[src/verilog/return_address_stack_regs.vh]
// Register offsets, field positions and reset values of the return stack
`ifndef RETURN_ADDRESS_STACK_REGS_VH
`define RETURN_ADDRESS_STACK_REGS_VH

// ----------------------------------------------------------------------
// Widths
// ----------------------------------------------------------------------
`define PC_W 21
`define POS_W 5
`define ADDR_W 8
`define DEPTH 32

// ----------------------------------------------------------------------
// Register byte offsets
// ----------------------------------------------------------------------
`define OFF_STATUS 8'h00
`define OFF_TOP_LOW 8'h04
`define OFF_TOP_HIGH 8'h08
`define OFF_TOP_UPPER 8'h0c
`define OFF_CFG 8'h10
`define OFF_IRQ_STATUS 8'h14
`define OFF_IRQ_CLEAR 8'h18
`define OFF_IRQ_ENABLE 8'h1c

// ----------------------------------------------------------------------
// Field positions
// ----------------------------------------------------------------------
`define BIT_FULL 7
`define BIT_UNF 6
`define BIT_FAULT_RST_EN 0
`define BIT_EV_FULL 0
`define BIT_EV_UNF 1

// ----------------------------------------------------------------------
// Values
// ----------------------------------------------------------------------
`define POS_TOP 5'h1f
`define POS_NEAR_TOP 5'h1e
`define POS_EMPTY 5'h00
`define CFG_RST 1'h0
`define IRQ_RST 2'h0
`define RESP_OKAY 2'h0
`define RESP_SLVERR 2'h2

`endif

[src/verilog/stack_storage.v]
// Flip-flop storage of the return stack entries
`timescale 1ns/1ps
`include "return_address_stack_regs.vh"

module stack_storage (
  input wire clk,
  input wire rst_n,
  input wire we,
  input wire [`POS_W-1:0] wr_idx,
  input wire [`PC_W-1:0] wr_data,
  input wire [2:0] wr_mask,
  input wire [`POS_W-1:0] rd_idx,
  output wire [`PC_W-1:0] rd_data
);

  reg [`PC_W-1:0] entry_r [0:`DEPTH-1];
  integer i;

  assign rd_data = entry_r[rd_idx];

  // ----------------------------------------------------------------------
  // Write port, byte lanes low, high, upper
  // ----------------------------------------------------------------------
  always @(posedge clk) begin
    if (!rst_n) begin
      for (i = 0; i < `DEPTH; i = i + 1) begin
        entry_r[i] <= {`PC_W{1'b0}};
      end
    end else if (we) begin
      if (wr_mask[0]) begin
        entry_r[wr_idx][7:0] <= wr_data[7:0];
      end
      if (wr_mask[1]) begin
        entry_r[wr_idx][15:8] <= wr_data[15:8];
      end
      if (wr_mask[2]) begin
        entry_r[wr_idx][20:16] <= wr_data[20:16];
      end
    end
  end

endmodule // stack_storage

[src/verilog/axil_write_capture.v]
// AXI4-Lite write address and data capture, either order
`timescale 1ns/1ps
`include "return_address_stack_regs.vh"

module axil_write_capture (
  input wire clk,
  input wire rst_n,
  input wire [`ADDR_W-1:0] awaddr,
  input wire awvalid,
  output wire awready,
  input wire [31:0] wdata,
  input wire [3:0] wstrb,
  input wire wvalid,
  output wire wready,
  input wire consume,
  output wire have_both,
  output reg [`ADDR_W-1:0] addr_q,
  output reg [31:0] data_q,
  output reg [3:0] strb_q
);

  reg awready_r;
  reg wready_r;

  assign awready = awready_r;
  assign wready = wready_r;
  // Both halves held once neither ready is up
  assign have_both = !awready_r && !wready_r;

  always @(posedge clk) begin
    if (!rst_n) begin
      awready_r <= 1'b1;
      wready_r <= 1'b1;
      addr_q <= {`ADDR_W{1'b0}};
      data_q <= 32'h00000000;
      strb_q <= 4'h0;
    end else begin
      if (awvalid && awready_r) begin
        awready_r <= 1'b0;
        addr_q <= awaddr;
      end
      if (wvalid && wready_r) begin
        wready_r <= 1'b0;
        data_q <= wdata;
        strb_q <= wstrb;
      end
      if (consume) begin
        awready_r <= 1'b1;
        wready_r <= 1'b1;
      end
    end
  end

endmodule // axil_write_capture

[src/verilog/return_address_stack.v]
// Return address stack with pointer status, top entry access and AXI4-Lite
`timescale 1ns/1ps
`include "return_address_stack_regs.vh"

// Summary of operation
// - Every stack entry holds a full 21-bit program counter value.
// - Pointer bits 4..0 hold stack position, read/write, reset to zero.
// - Full or overflow, and underflow, each set their own sticky flag.
// - Flags in bits 7 and 6 clear only by software write or reset.
// - Explicit push increments pointer and stores current PC at new top.
// - Top entry is readable and writable as low, high and upper bytes.
// - Explicit pop decrements pointer; previous entry becomes top.
// - With fault reset disabled, full or underflow only sets its flag.
// - With fault reset enabled, flag and device reset request rise together.
module return_address_stack (
  input wire clk,
  input wire rst_n,
  input wire [`ADDR_W-1:0] s_axi_awaddr,
  input wire s_axi_awvalid,
  output wire s_axi_awready,
  input wire [31:0] s_axi_wdata,
  input wire [3:0] s_axi_wstrb,
  input wire s_axi_wvalid,
  output wire s_axi_wready,
  output reg [1:0] s_axi_bresp,
  output reg s_axi_bvalid,
  input wire s_axi_bready,
  input wire [`ADDR_W-1:0] s_axi_araddr,
  input wire s_axi_arvalid,
  output reg s_axi_arready,
  output reg [31:0] s_axi_rdata,
  output reg [1:0] s_axi_rresp,
  output reg s_axi_rvalid,
  input wire s_axi_rready,
  input wire [`PC_W-1:0] pc_in,
  input wire push_req,
  input wire pop_req,
  input wire call_push,
  input wire ret_pop,
  output reg [`PC_W-1:0] ret_pc,
  output reg ret_valid,
  output reg [`PC_W-1:0] top_entry,
  output reg device_reset_req,
  output reg irq
);

  // ----------------------------------------------------------------------
  // Register selection codes
  // ----------------------------------------------------------------------
  localparam SEL_NONE = 4'h0;
  localparam SEL_STATUS = 4'h1;
  localparam SEL_TOP_LOW = 4'h2;
  localparam SEL_TOP_HIGH = 4'h3;
  localparam SEL_TOP_UPPER = 4'h4;
  localparam SEL_CFG = 4'h5;
  localparam SEL_IRQ_STATUS = 4'h6;
  localparam SEL_IRQ_CLEAR = 4'h7;
  localparam SEL_IRQ_ENABLE = 4'h8;

  // ----------------------------------------------------------------------
  // Helpers
  // ----------------------------------------------------------------------
  function [3:0] reg_sel;
    input [`ADDR_W-1:0] addr;
    begin
      case (addr)
        `OFF_STATUS: reg_sel = SEL_STATUS;
        `OFF_TOP_LOW: reg_sel = SEL_TOP_LOW;
        `OFF_TOP_HIGH: reg_sel = SEL_TOP_HIGH;
        `OFF_TOP_UPPER: reg_sel = SEL_TOP_UPPER;
        `OFF_CFG: reg_sel = SEL_CFG;
        `OFF_IRQ_STATUS: reg_sel = SEL_IRQ_STATUS;
        `OFF_IRQ_CLEAR: reg_sel = SEL_IRQ_CLEAR;
        `OFF_IRQ_ENABLE: reg_sel = SEL_IRQ_ENABLE;
        default: reg_sel = SEL_NONE;
      endcase
    end
  endfunction

  function [`POS_W-1:0] pos_step;
    input [`POS_W-1:0] pos;
    input up;
    begin
      if (up) begin
        pos_step = pos + 5'h01;
      end else begin
        pos_step = pos - 5'h01;
      end
    end
  endfunction

  // ----------------------------------------------------------------------
  // State
  // ----------------------------------------------------------------------
  reg [`POS_W-1:0] position_r;
  reg [`POS_W-1:0] position_nxt;
  reg full_flag_r;
  reg full_flag_nxt;
  reg unf_flag_r;
  reg unf_flag_nxt;
  reg fault_rst_en_r;
  reg fault_rst_en_nxt;
  reg [1:0] ev_status_r;
  reg [1:0] ev_status_nxt;
  reg [1:0] ev_enable_r;
  reg [1:0] ev_enable_nxt;
  reg [`PC_W-1:0] wr_data;
  reg [2:0] wr_mask;
  reg [`POS_W-1:0] wr_idx;
  reg wr_en;
  reg [31:0] rd_word;
  reg [1:0] rd_resp;

  wire wr_both;
  wire [`ADDR_W-1:0] wr_addr_q;
  wire [31:0] wr_data_q;
  wire [3:0] wr_strb_q;
  wire [`PC_W-1:0] top_rd;
  wire push_any;
  wire pop_any;
  wire core_op;
  wire full_ev;
  wire unf_ev;
  wire wr_go;
  wire [3:0] wsel;
  wire [3:0] rsel;
  wire lane0;

  // ----------------------------------------------------------------------
  // Core sequencer requests
  // ----------------------------------------------------------------------
  // Push wins if the sequencer ever raises both in one cycle
  assign push_any = push_req || call_push;
  assign pop_any = (pop_req || ret_pop) && !push_any;
  assign core_op = push_any || pop_any;

  // Level 30 push makes it full, level 31 push overflows
  assign full_ev = push_any && (position_r >= `POS_NEAR_TOP);
  assign unf_ev = pop_any && (position_r == `POS_EMPTY);

  // Software write waits while the core touches the stack, so none is lost
  assign wr_go = wr_both && !s_axi_bvalid && !core_op;
  assign wsel = reg_sel(wr_addr_q);
  assign rsel = reg_sel(s_axi_araddr);
  assign lane0 = wr_strb_q[0];

  // ----------------------------------------------------------------------
  // Sub blocks
  // ----------------------------------------------------------------------
  axil_write_capture u_wcap (
    .clk(clk),
    .rst_n(rst_n),
    .awaddr(s_axi_awaddr),
    .awvalid(s_axi_awvalid),
    .awready(s_axi_awready),
    .wdata(s_axi_wdata),
    .wstrb(s_axi_wstrb),
    .wvalid(s_axi_wvalid),
    .wready(s_axi_wready),
    .consume(wr_go),
    .have_both(wr_both),
    .addr_q(wr_addr_q),
    .data_q(wr_data_q),
    .strb_q(wr_strb_q)
  );

  stack_storage u_store (
    .clk(clk),
    .rst_n(rst_n),
    .we(wr_en),
    .wr_idx(wr_idx),
    .wr_data(wr_data),
    .wr_mask(wr_mask),
    .rd_idx(position_r),
    .rd_data(top_rd)
  );

  // ----------------------------------------------------------------------
  // Pointer, flags and entry writes
  // ----------------------------------------------------------------------
  always @* begin
    position_nxt = position_r;
    full_flag_nxt = full_flag_r;
    unf_flag_nxt = unf_flag_r;
    fault_rst_en_nxt = fault_rst_en_r;
    ev_status_nxt = ev_status_r;
    ev_enable_nxt = ev_enable_r;
    wr_en = 1'b0;
    wr_idx = position_r;
    wr_data = pc_in;
    wr_mask = 3'h7;
    if (wr_go && lane0) begin
      case (wsel)
        SEL_STATUS: begin
          position_nxt = wr_data_q[`POS_W-1:0];
          // Writing zero clears a flag, writing one leaves it
          if (!wr_data_q[`BIT_FULL]) begin
            full_flag_nxt = 1'b0;
          end
          if (!wr_data_q[`BIT_UNF]) begin
            unf_flag_nxt = 1'b0;
          end
        end
        SEL_TOP_LOW: begin
          wr_en = 1'b1;
          wr_data = {13'h0000, wr_data_q[7:0]};
          wr_mask = 3'h1;
        end
        SEL_TOP_HIGH: begin
          wr_en = 1'b1;
          wr_data = {5'h00, wr_data_q[7:0], 8'h00};
          wr_mask = 3'h2;
        end
        SEL_TOP_UPPER: begin
          wr_en = 1'b1;
          wr_data = {wr_data_q[4:0], 16'h0000};
          wr_mask = 3'h4;
        end
        SEL_CFG: begin
          fault_rst_en_nxt = wr_data_q[`BIT_FAULT_RST_EN];
        end
        SEL_IRQ_CLEAR: begin
          ev_status_nxt = ev_status_r & ~wr_data_q[1:0];
        end
        SEL_IRQ_ENABLE: begin
          ev_enable_nxt = wr_data_q[1:0];
        end
        default: begin
          position_nxt = position_r;
        end
      endcase
    end
    if (push_any && (position_r != `POS_TOP)) begin
      position_nxt = pos_step(position_r, 1'b1);
      wr_en = 1'b1;
      wr_idx = pos_step(position_r, 1'b1);
      wr_data = pc_in;
      wr_mask = 3'h7;
    end
    if (pop_any && (position_r != `POS_EMPTY)) begin
      position_nxt = pos_step(position_r, 1'b0);
    end
    // Set wins over any clear in the same cycle
    if (full_ev) begin
      full_flag_nxt = 1'b1;
      ev_status_nxt[`BIT_EV_FULL] = 1'b1;
    end
    if (unf_ev) begin
      unf_flag_nxt = 1'b1;
      ev_status_nxt[`BIT_EV_UNF] = 1'b1;
    end
    // Fault reset empties the stack; flags survive it
    if (device_reset_req) begin
      position_nxt = `POS_EMPTY;
    end
  end

  always @(posedge clk) begin
    if (!rst_n) begin
      position_r <= `POS_EMPTY;
      full_flag_r <= 1'b0;
      unf_flag_r <= 1'b0;
      fault_rst_en_r <= `CFG_RST;
      ev_status_r <= `IRQ_RST;
      ev_enable_r <= `IRQ_RST;
    end else begin
      position_r <= position_nxt;
      full_flag_r <= full_flag_nxt;
      unf_flag_r <= unf_flag_nxt;
      fault_rst_en_r <= fault_rst_en_nxt;
      ev_status_r <= ev_status_nxt;
      ev_enable_r <= ev_enable_nxt;
    end
  end

  // ----------------------------------------------------------------------
  // Core side outputs
  // ----------------------------------------------------------------------
  always @(posedge clk) begin
    if (!rst_n) begin
      ret_pc <= {`PC_W{1'b0}};
      ret_valid <= 1'b0;
      top_entry <= {`PC_W{1'b0}};
      device_reset_req <= 1'b0;
      irq <= 1'b0;
    end else begin
      ret_valid <= ret_pop && !push_any;
      if (ret_pop && !push_any) begin
        // An empty stack returns to address zero
        if (position_r == `POS_EMPTY) begin
          ret_pc <= {`PC_W{1'b0}};
        end else begin
          ret_pc <= top_rd;
        end
      end
      // Lags the pointer by one cycle
      top_entry <= top_rd;
      // Reset rises with the flag, one cycle after the event, only when enabled
      device_reset_req <= fault_rst_en_r &&
                          (full_ev || unf_ev);
      irq <= |(ev_status_nxt & ev_enable_nxt);
    end
  end

  // ----------------------------------------------------------------------
  // Write response
  // ----------------------------------------------------------------------
  always @(posedge clk) begin
    if (!rst_n) begin
      s_axi_bvalid <= 1'b0;
      s_axi_bresp <= `RESP_OKAY;
    end else if (wr_go) begin
      s_axi_bvalid <= 1'b1;
      if (wsel == SEL_NONE) begin
        s_axi_bresp <= `RESP_SLVERR;
      end else begin
        s_axi_bresp <= `RESP_OKAY;
      end
    end else if (s_axi_bready) begin
      s_axi_bvalid <= 1'b0;
    end
  end

  // ----------------------------------------------------------------------
  // Read path
  // ----------------------------------------------------------------------
  always @* begin
    rd_word = 32'h00000000;
    rd_resp = `RESP_OKAY;
    case (rsel)
      SEL_STATUS: begin
        rd_word = {24'h000000, full_flag_r, unf_flag_r, 1'b0,
                   position_r};
      end
      SEL_TOP_LOW: begin
        rd_word = {24'h000000, top_rd[7:0]};
      end
      SEL_TOP_HIGH: begin
        rd_word = {24'h000000, top_rd[15:8]};
      end
      SEL_TOP_UPPER: begin
        rd_word = {27'h0000000, top_rd[20:16]};
      end
      SEL_CFG: begin
        rd_word = {31'h00000000, fault_rst_en_r};
      end
      SEL_IRQ_STATUS: begin
        rd_word = {30'h00000000, ev_status_r};
      end
      SEL_IRQ_CLEAR: begin
        rd_word = 32'h00000000;
      end
      SEL_IRQ_ENABLE: begin
        rd_word = {30'h00000000, ev_enable_r};
      end
      default: begin
        rd_resp = `RESP_SLVERR;
      end
    endcase
  end

  always @(posedge clk) begin
    if (!rst_n) begin
      s_axi_arready <= 1'b1;
      s_axi_rvalid <= 1'b0;
      s_axi_rdata <= 32'h00000000;
      s_axi_rresp <= `RESP_OKAY;
    end else if (s_axi_arvalid && s_axi_arready) begin
      s_axi_arready <= 1'b0;
      s_axi_rvalid <= 1'b1;
      s_axi_rdata <= rd_word;
      s_axi_rresp <= rd_resp;
    end else if (s_axi_rvalid && s_axi_rready) begin
      s_axi_arready <= 1'b1;
      s_axi_rvalid <= 1'b0;
    end
  end

endmodule // return_address_stack

[config.mk]
export PLATFORM = sky130hd
export DESIGN_NAME = return_address_stack
export DESIGN_NICKNAME = d
export VERILOG_FILES = /design/src/verilog/stack_storage.v /design/src/verilog/axil_write_capture.v /design/src/verilog/return_address_stack.v
export VERILOG_INCLUDE_DIRS = /design/src /design/src/verilog
export SDC_FILE = /design/constraint.sdc
export NUM_CORES = 1
export LEC_CHECK = 0
export BUFFER_PORTS_ARGS = -buffer_cell sky130_fd_sc_hd__buf_2
export CAP_MARGIN = 15
export CELL_PAD_IN_SITES_DETAIL_PLACEMENT = 1
export CELL_PAD_IN_SITES_GLOBAL_PLACEMENT = 2
export CORE_UTILIZATION = 44
export CTS_BUF_LIST = sky130_fd_sc_hd__clkbuf_4 sky130_fd_sc_hd__clkbuf_8
export CTS_CLUSTER_DIAMETER = 100
export CTS_CLUSTER_SIZE = 25
export DETAILED_ROUTE_END_ITERATION = 8
export PLACE_DENSITY = 0.83
export SLEW_MARGIN = 20
export SYNTH_ARGS = -nofsm -noshare
export SYNTH_HDL_FRONTEND = slang
export SYNTH_SLANG_ARGS = --single-unit
[constraint.sdc]
create_clock -name clk -period 3.9 [get_ports clk]
set_input_delay 0.39 -clock clk [delete_from_list [all_inputs] [get_ports clk]]
set_output_delay 0.39 -clock clk [all_outputs]
set_load 0.02 [all_outputs]
== After elaboration in Yosys (flattened, before gate mapping) ==
Memory sizes are Yosys's and may differ from the RTL's. A register that Yosys moved wholly into a read port is not among the register bits.
Cells that the tools add are included.

* Register bits: 115
* ROM bits: 256
* Word-level logic and storage cells: 157
* Memories kept: 3
* Memory bits (writable): 672
* Input bits: 84

* Mux-type cells: 60
* Add/sub/neg operators: 2
* Eq/ne operators: 18
* $lt $le $gt $ge: 1
* Bitwise operators: 4
* Reductions and logical operators: 47

{| class="wikitable"
|+ Memories
! name !! depth !! bits a word !! rd ports !! clocked after memory_dff !! wr ports !! RTL line !! source
|-
| u_store.entry_r || 32 || 21 || 1 || 1 || 32 || stack_storage.v:16 || <nowiki>reg [`PC_W-1:0] entry_r [0:`DEPTH-1];</nowiki>
|-
| (no name shown) || 32 || 4 || 1 || 0 || 0 || return_address_stack.v:66 || <nowiki>case (addr)</nowiki>
|-
| (no name shown) || 32 || 4 || 1 || 1 || 0 || return_address_stack.v:66 ||
|}

{| class="wikitable"
|+ Operator list
! kind !! count
|-
| 2-to-1 mux 21 bit || 4
|-
| case mux 21 bit (3 select lines) || 1
|-
| case mux 8 bit (7 select lines) || 1
|-
| 2-to-1 mux 5 bit || 10
|-
| 2-to-1 mux 1 bit || 32
|-
| equality test 4 x 3 -> 1 bit (second input constant) || 7
|-
| OR reduction 21 bit || 1
|-
| equality test 4 x 2 -> 1 bit (second input constant) || 4
|-
| logical AND 1 bit || 15
|-
| 2-to-1 mux 2 bit || 6
|-
| nonzero test 2 bit || 6
|-
| 2-to-1 mux 3 bit || 3
|-
| case mux 3 bit (3 select lines) || 1
|-
| equality test 4 x 1 -> 1 bit (second input constant) || 2
|-
| equality test 4 bit (second input constant) || 2
|-
| 2-to-1 mux 4 bit || 2
|-
| OR reduction 8 bit || 1
|-
| zero test 3 bit || 2
|-
| AND reduction 3 bit || 2
|-
| nonzero test 3 bit || 2
|-
| OR reduction 2 bit || 3
|-
| adder 5 x 1 -> 5 bit (second input constant) || 1
|-
| greater-or-equal comparator 5 bit (second input constant) || 1
|-
| zero test 1 bit || 5
|-
| other kinds (12) || 18
|}

== Longest topological paths before layout ==
* Word-level depth: 15
* Depth in mapped cells: 12

== Cells and area by module ==
A second synthesis with hierarchy kept.

* Cells, all modules: 3030
* Area total of the unflattened synthesis: 37213.2 µm²

{| class="wikitable"
|+ Modules (own cells, without submodules)
! module !! times used !! cells an instance !! sequential area each (µm²) !! area each (µm²)
|-
| stack_storage || 1 || 2420 || 20179.4 || 31840.5
|-
| return_address_stack || 1 || 399 || 1401.3 || 3454.6
|-
| axil_write_capture || 1 || 211 || 920.9 || 1918.1
|}

== Worst setup path after synthesis ==
Ideal clock, no wire load.

* Path kind: register to register
* Start: register position_r[3]
* End: memory u_store.entry_r[4][10] (netlist name) (enable)
* Data arrival time: 2908 ps
* Cell stages (with the launch flop): 11
* Path buffers: 2
* Setup slack: 663 ps
* Data required time: 3570 ps
* Period minus slack after synthesis: 3237 ps
* Cell sequence: dfxtp_1 -> clkbuf_1 -> and3_1 -> ha_1 -> o21bai_2 -> nor3_2 -> xor2_1 -> buf_2 -> nor4_1 -> nand2_1 -> nand2_1

{| class="wikitable"
|+ RTL lines
! element !! RTL line !! source
|-
| start: declaration || return_address_stack.v:95 || <nowiki>reg [`POS_W-1:0] position_r;</nowiki>
|-
| start signal: assignment || return_address_stack.v:260 || <nowiki>position_r <= `POS_EMPTY;</nowiki>
|-
| start signal: assignment || return_address_stack.v:267 || <nowiki>position_r <= position_nxt;</nowiki>
|-
| end: declaration || stack_storage.v:16 ||
|}

==> Implementation_results.wiki <==
{| class="wikitable"
! Metric !! Value
|-
| Run status || complete, no violations
|-
| Cell row count || 101
|-
| Critical Setup Path Class || reg -> reg
|-
| Worst slew margin relative to its limit || 27.8%
|-
| Number of global-route vias before repair || 23.4k
|-
| Sum of routed wire length over all layers || 104,000 um
|-
| Maximum root-to-sink buffer count || 3
|-
| Insertion delay to the later sink of the worst-skew pair || 0.72 ns
|-
| Vias || 23.0k
|-
| Clock buffer count from CTS || 38
|-
| Power density over the cells || 412 nW/um^2
|-
| Share of Yosys cell area claimed by the top area cell type || 58.9%
|-
| Actual transition at the worst max-transition pin || 1.07 ns
|-
| Fraction of power consumed by combinational cells || 14.5%
|-
| DRC || 0
|-
| Most numerous cell in the Yosys netlist || sky130_fd_sc_hd__nor2_1
|-
| Post-DRT Antenna Nets || 0
|-
| Kind of cell with the highest combined delay on the critical path || simple AND/OR/NAND/NOR gates
|-
| Share of power burned in registers || 61.4%
|-
| Number of distinct library cells after synthesis || 62
|-
| Final net count || 2,997
|-
| Fin Hold WS || 0.0475 ns
|-
| Dominant synthesized flop cell || sky130_fd_sc_hd__edfxtp_1
|-
| Number of detailed-routing iterations run before antenna repair || 7
|-
| Timing-limited maximum frequency || 271 MHz
|-
| Via-per-instance ratio || 5.79
|-
| Delay of the slowest cell on the worst path || 0.43 ns
|-
| Clock tree from TritonCTS || done
|-
| Startpoint type of the worst setup path || flop
|-
| Placed insts || 3,883
|-
| HPWL after detailed placement || 73,300 um
|-
| Final weighted congestion in routability-driven placement || 0.886
|-
| DIE AREA || 79,000 um^2
|-
| Number of max-cap violations || 0
|-
| Detail-routed net length per standard cell || 26.3 um
|-
| Met3 demand-to-capacity share in global routing || 3.02%
|-
| Skew final || 0.0666 ns
|-
| Final period util || 94.7%
|-
| Maximum level of the CTS H-tree || 2
|-
| Port Buf Inserts || 116
|-
| Switching Share || 27.5%
|-
| Clk network pwr share || 24.1%
|-
| Post-synth EDFFs || 672
|-
| Cell type with the highest aggregate area in the netlist || sky130_fd_sc_hd__edfxtp_1
|-
| Met1 Usage GRT || 35.4%
|-
| Final count of hold timing violations || 0
|-
| Setup repair after global routing missed its margin || true
|-
| Global-route met2 utilization || 45.4%
|-
| Global-route wire length before repair || 152,000 um
|-
| Post-synth ARST share || 0%
|-
| Critical-path cell list || ha_1, and3_1, ha_1, o21bai_2, nor3_2, xnor2_2, buf_4, nor4_1, buf_4, nand2_1, nand2_2
|-
| Core Footprint || 76,500 um^2
|-
| Clk sinks || 770
|-
| Seq/Total Area, Yosys || 64.6%
|-
| P&R area growth vs syn || 9.22%
|-
| Most frequent cells after synthesis || sky130_fd_sc_hd__nor2_1 (738), sky130_fd_sc_hd__edfxtp_1 (672), sky130_fd_sc_hd__nand2_1 (253), sky130_fd_sc_hd__mux2i_1 (248), sky130_fd_sc_hd__a22oi_1 (141)
|-
| GRT Max-Usage Layer || met2
|-
| Proportion of layout cells with a drive suffix above 1 || 16.4%
|-
| CTS root buffer || sky130_fd_sc_hd__clkbuf_8
|-
| Post-synthesis average cell area || 12.3 um^2
|-
| Setup-violating endpoint count in the final report || 0
|-
| Count of routing violations after the opening detailed-route iteration || 2,122
|-
| Total net switching power || 4.24 mW
|-
| Largest vdd supply drop || 0.000205 V
|-
| Top-level I/O count || 170
|-
| Tmin final || 3.69 ns
|-
| Required time worst endpoint || 4.32 ns
|-
| Min-delay worst type || in -> reg
|-
| Synthesized area || 34,300 um^2
|-
| All-layer global routing usage || 26.2%
|-
| Vertical die dimension || 281 um
|-
| Internal power consumption || 11.2 mW
|-
| Antenna violations before repair || 4
|-
| Worst-path clk slew || 0.15 ns
|-
| Leakage power || 13.9 nW
|-
| Maximum number of pins on one net before global-route repair || 75
|-
| Arrival time of the worst setup path || 4.11 ns
|-
| Seq cells post-synth || 770
|-
| Horizontal die dimension || 281 um
|-
| Crit Path Max Fanout || 13
|-
| Number of buffers and inverters on the critical path || 2
|-
| Starting utilization of the core area || 44.8%
|-
| Gr ovfl total || 0
|-
| Area contributors post-synth || sky130_fd_sc_hd__edfxtp_1 (59%), sky130_fd_sc_hd__nor2_1 (8.1%), sky130_fd_sc_hd__mux2i_1 (7.2%)
|-
| Non-filler instance count after layout || 3,964
|-
| Max-slew violations || 0
|-
| Number of cells produced by synthesis || 2,794
|-
| Count of synthesis-stage warnings from yosys || 0
|-
| Setup crit end kind || flop
|-
| Slowest cell on crit path || sky130_fd_sc_hd__nor4_1
|}
## layout by cell type (no fill, tap or decap), drive strengths merged, types with 6 or more instances in the layout
cell type | netlist | final
nor2 | 738 | 738
edfxtp | 672 | 672
nand2 | 283 | 283
buf | 89 | 254
mux2i | 248 | 248
a22oi | 141 | 141
dfxtp | 98 | 98
o21ai | 70 | 70
mux4 | 56 | 56
clkbuf | 131 | 55
nand3 | 52 | 52
a21oi | 39 | 39
nor4 | 33 | 33
conb | 1 | 26
nor3 | 17 | 17
dlygate4sd3 | 0 | 16
inv | 9 | 15
and2 | 14 | 14
mux2 | 12 | 12
nand2b | 9 | 9
o22ai | 7 | 7
a211oi | 6 | 6
## logic make-up (layout without fill, tap and decap cells)
| group | count (synthesis) | count (layout) | share of synthesized area [%] |
|---|---|---|---|
| compound gates | 291 | 291 | 5.61 |
| xor+xnor | 6 | 6 | 0.153 |
| other cells | 1 | 28 | 0.0109 |
| fa+ha+maj | 4 | 4 | 0.146 |
| simple gates | 1177 | 1177 | 15.0 |
| buf+inv | 229 | 342 | 3.19 |
| mux | 316 | 316 | 11.3 |
| flops | 770 | 770 | 64.6 |
## power by group through the flow
stage	sequential, mW	combinational, mW	clock, mW
6_report	9.48	2.24	3.72
5_1_grt	9.51	2.35	4.00
4_1_cts	9.48	2.20	3.78
3_5_place_dp	9.67	2.18	0
3_3_place_gp	9.64	2.12	0
2_1_floorplan	9.63	1.35	0
## per-layer routing
metal,routed length (um),part of all wire [%]
met2,51500,49
met5,13,0.012
met3,6410,6.2
met1,44200,42
met4,2020,1.9
## layout make-up
cell class | instances | area (um^2)
diodes | 2 | 5.00
clock inverters | 8 | 100
repair buffers | 270 | 1870
flip-flops and latches | 770 | 22100
well taps | 1030 | 1290
multi-input cells | 1820 | 11300
inverters | 9 | 33.8
fillers | 7969 | 39000
clock buffers | 55 | 657
## worst register-to-register path, stage by stage, from the launching register on
cell	delay [ns]
sky130_fd_sc_hd__dfxtp_1	0.35
sky130_fd_sc_hd__ha_1	0.24
sky130_fd_sc_hd__and3_1	0.20
sky130_fd_sc_hd__ha_1	0.18
sky130_fd_sc_hd__o21bai_2	0.25
sky130_fd_sc_hd__nor3_2	0.32
sky130_fd_sc_hd__xnor2_2	0.32
sky130_fd_sc_hd__buf_4	0.27
sky130_fd_sc_hd__nor4_1	0.43
sky130_fd_sc_hd__buf_4	0.21
sky130_fd_sc_hd__nand2_1	0.30
sky130_fd_sc_hd__nand2_2	0.33
## registers in the layout (all words and copies together), names as in the netlist, 2 cells and up, named ones only
register         flops
position_r           5
ret_pc              21
top_entry           21
ev_status_r          2
u_wcap.data_q        8
ev_enable_r          2
u_wcap.addr_q        8
u_store.entry_r    672
s_axi_rdata          8
## metrics by stage
step | cell area (um^2) | TNS, ns | utilization (%) | setup slack, ns | total power [mW]
2_1_floorplan | 34400 | 0 | - | 0.663 | 11.0
3_3_place_gp | 36500 | 0 | 47.7 | 0.000390 | 11.8
3_5_place_dp | 36500 | -0.674 | 47.7 | -0.0564 | 11.8
4_1_cts | 37400 | 0 | 48.9 | 0.0143 | 15.5
5_1_grt | 37400 | -0.120 | 49.0 | -0.0164 | 15.9
6_report | 37400 | 0 | 49.0 | 0.205 | 15.4
## final timing paths
path	start	endpoint	slack, ns	cells past startpoint
min	s_axi_awvalid	u_wcap.addr_q[5]$_SDFFE_PN0P_	0.05	3
min reg2reg	ret_pc[3]$_SDFFE_PN0P_	ret_pc[3]$_SDFFE_PN0P_	0.47	2
max reg2reg	position_r[0]$_SDFFE_PP0P_	u_store.entry_r[27][11]$_SDFFCE_PN0P_	0.21	11
max	position_r[0]$_SDFFE_PP0P_	u_store.entry_r[27][11]$_SDFFCE_PN0P_	0.21	11
## timing repair
action | CTS | global route
hold endpoints to repair | 17 | 0
buffers inserted | 0 | 0
endpoints found under the setup margin | 21 | 72
resized for setup | 1 | 7
hold buffers | 16 | 0
(Power assumes the default switching activity.)
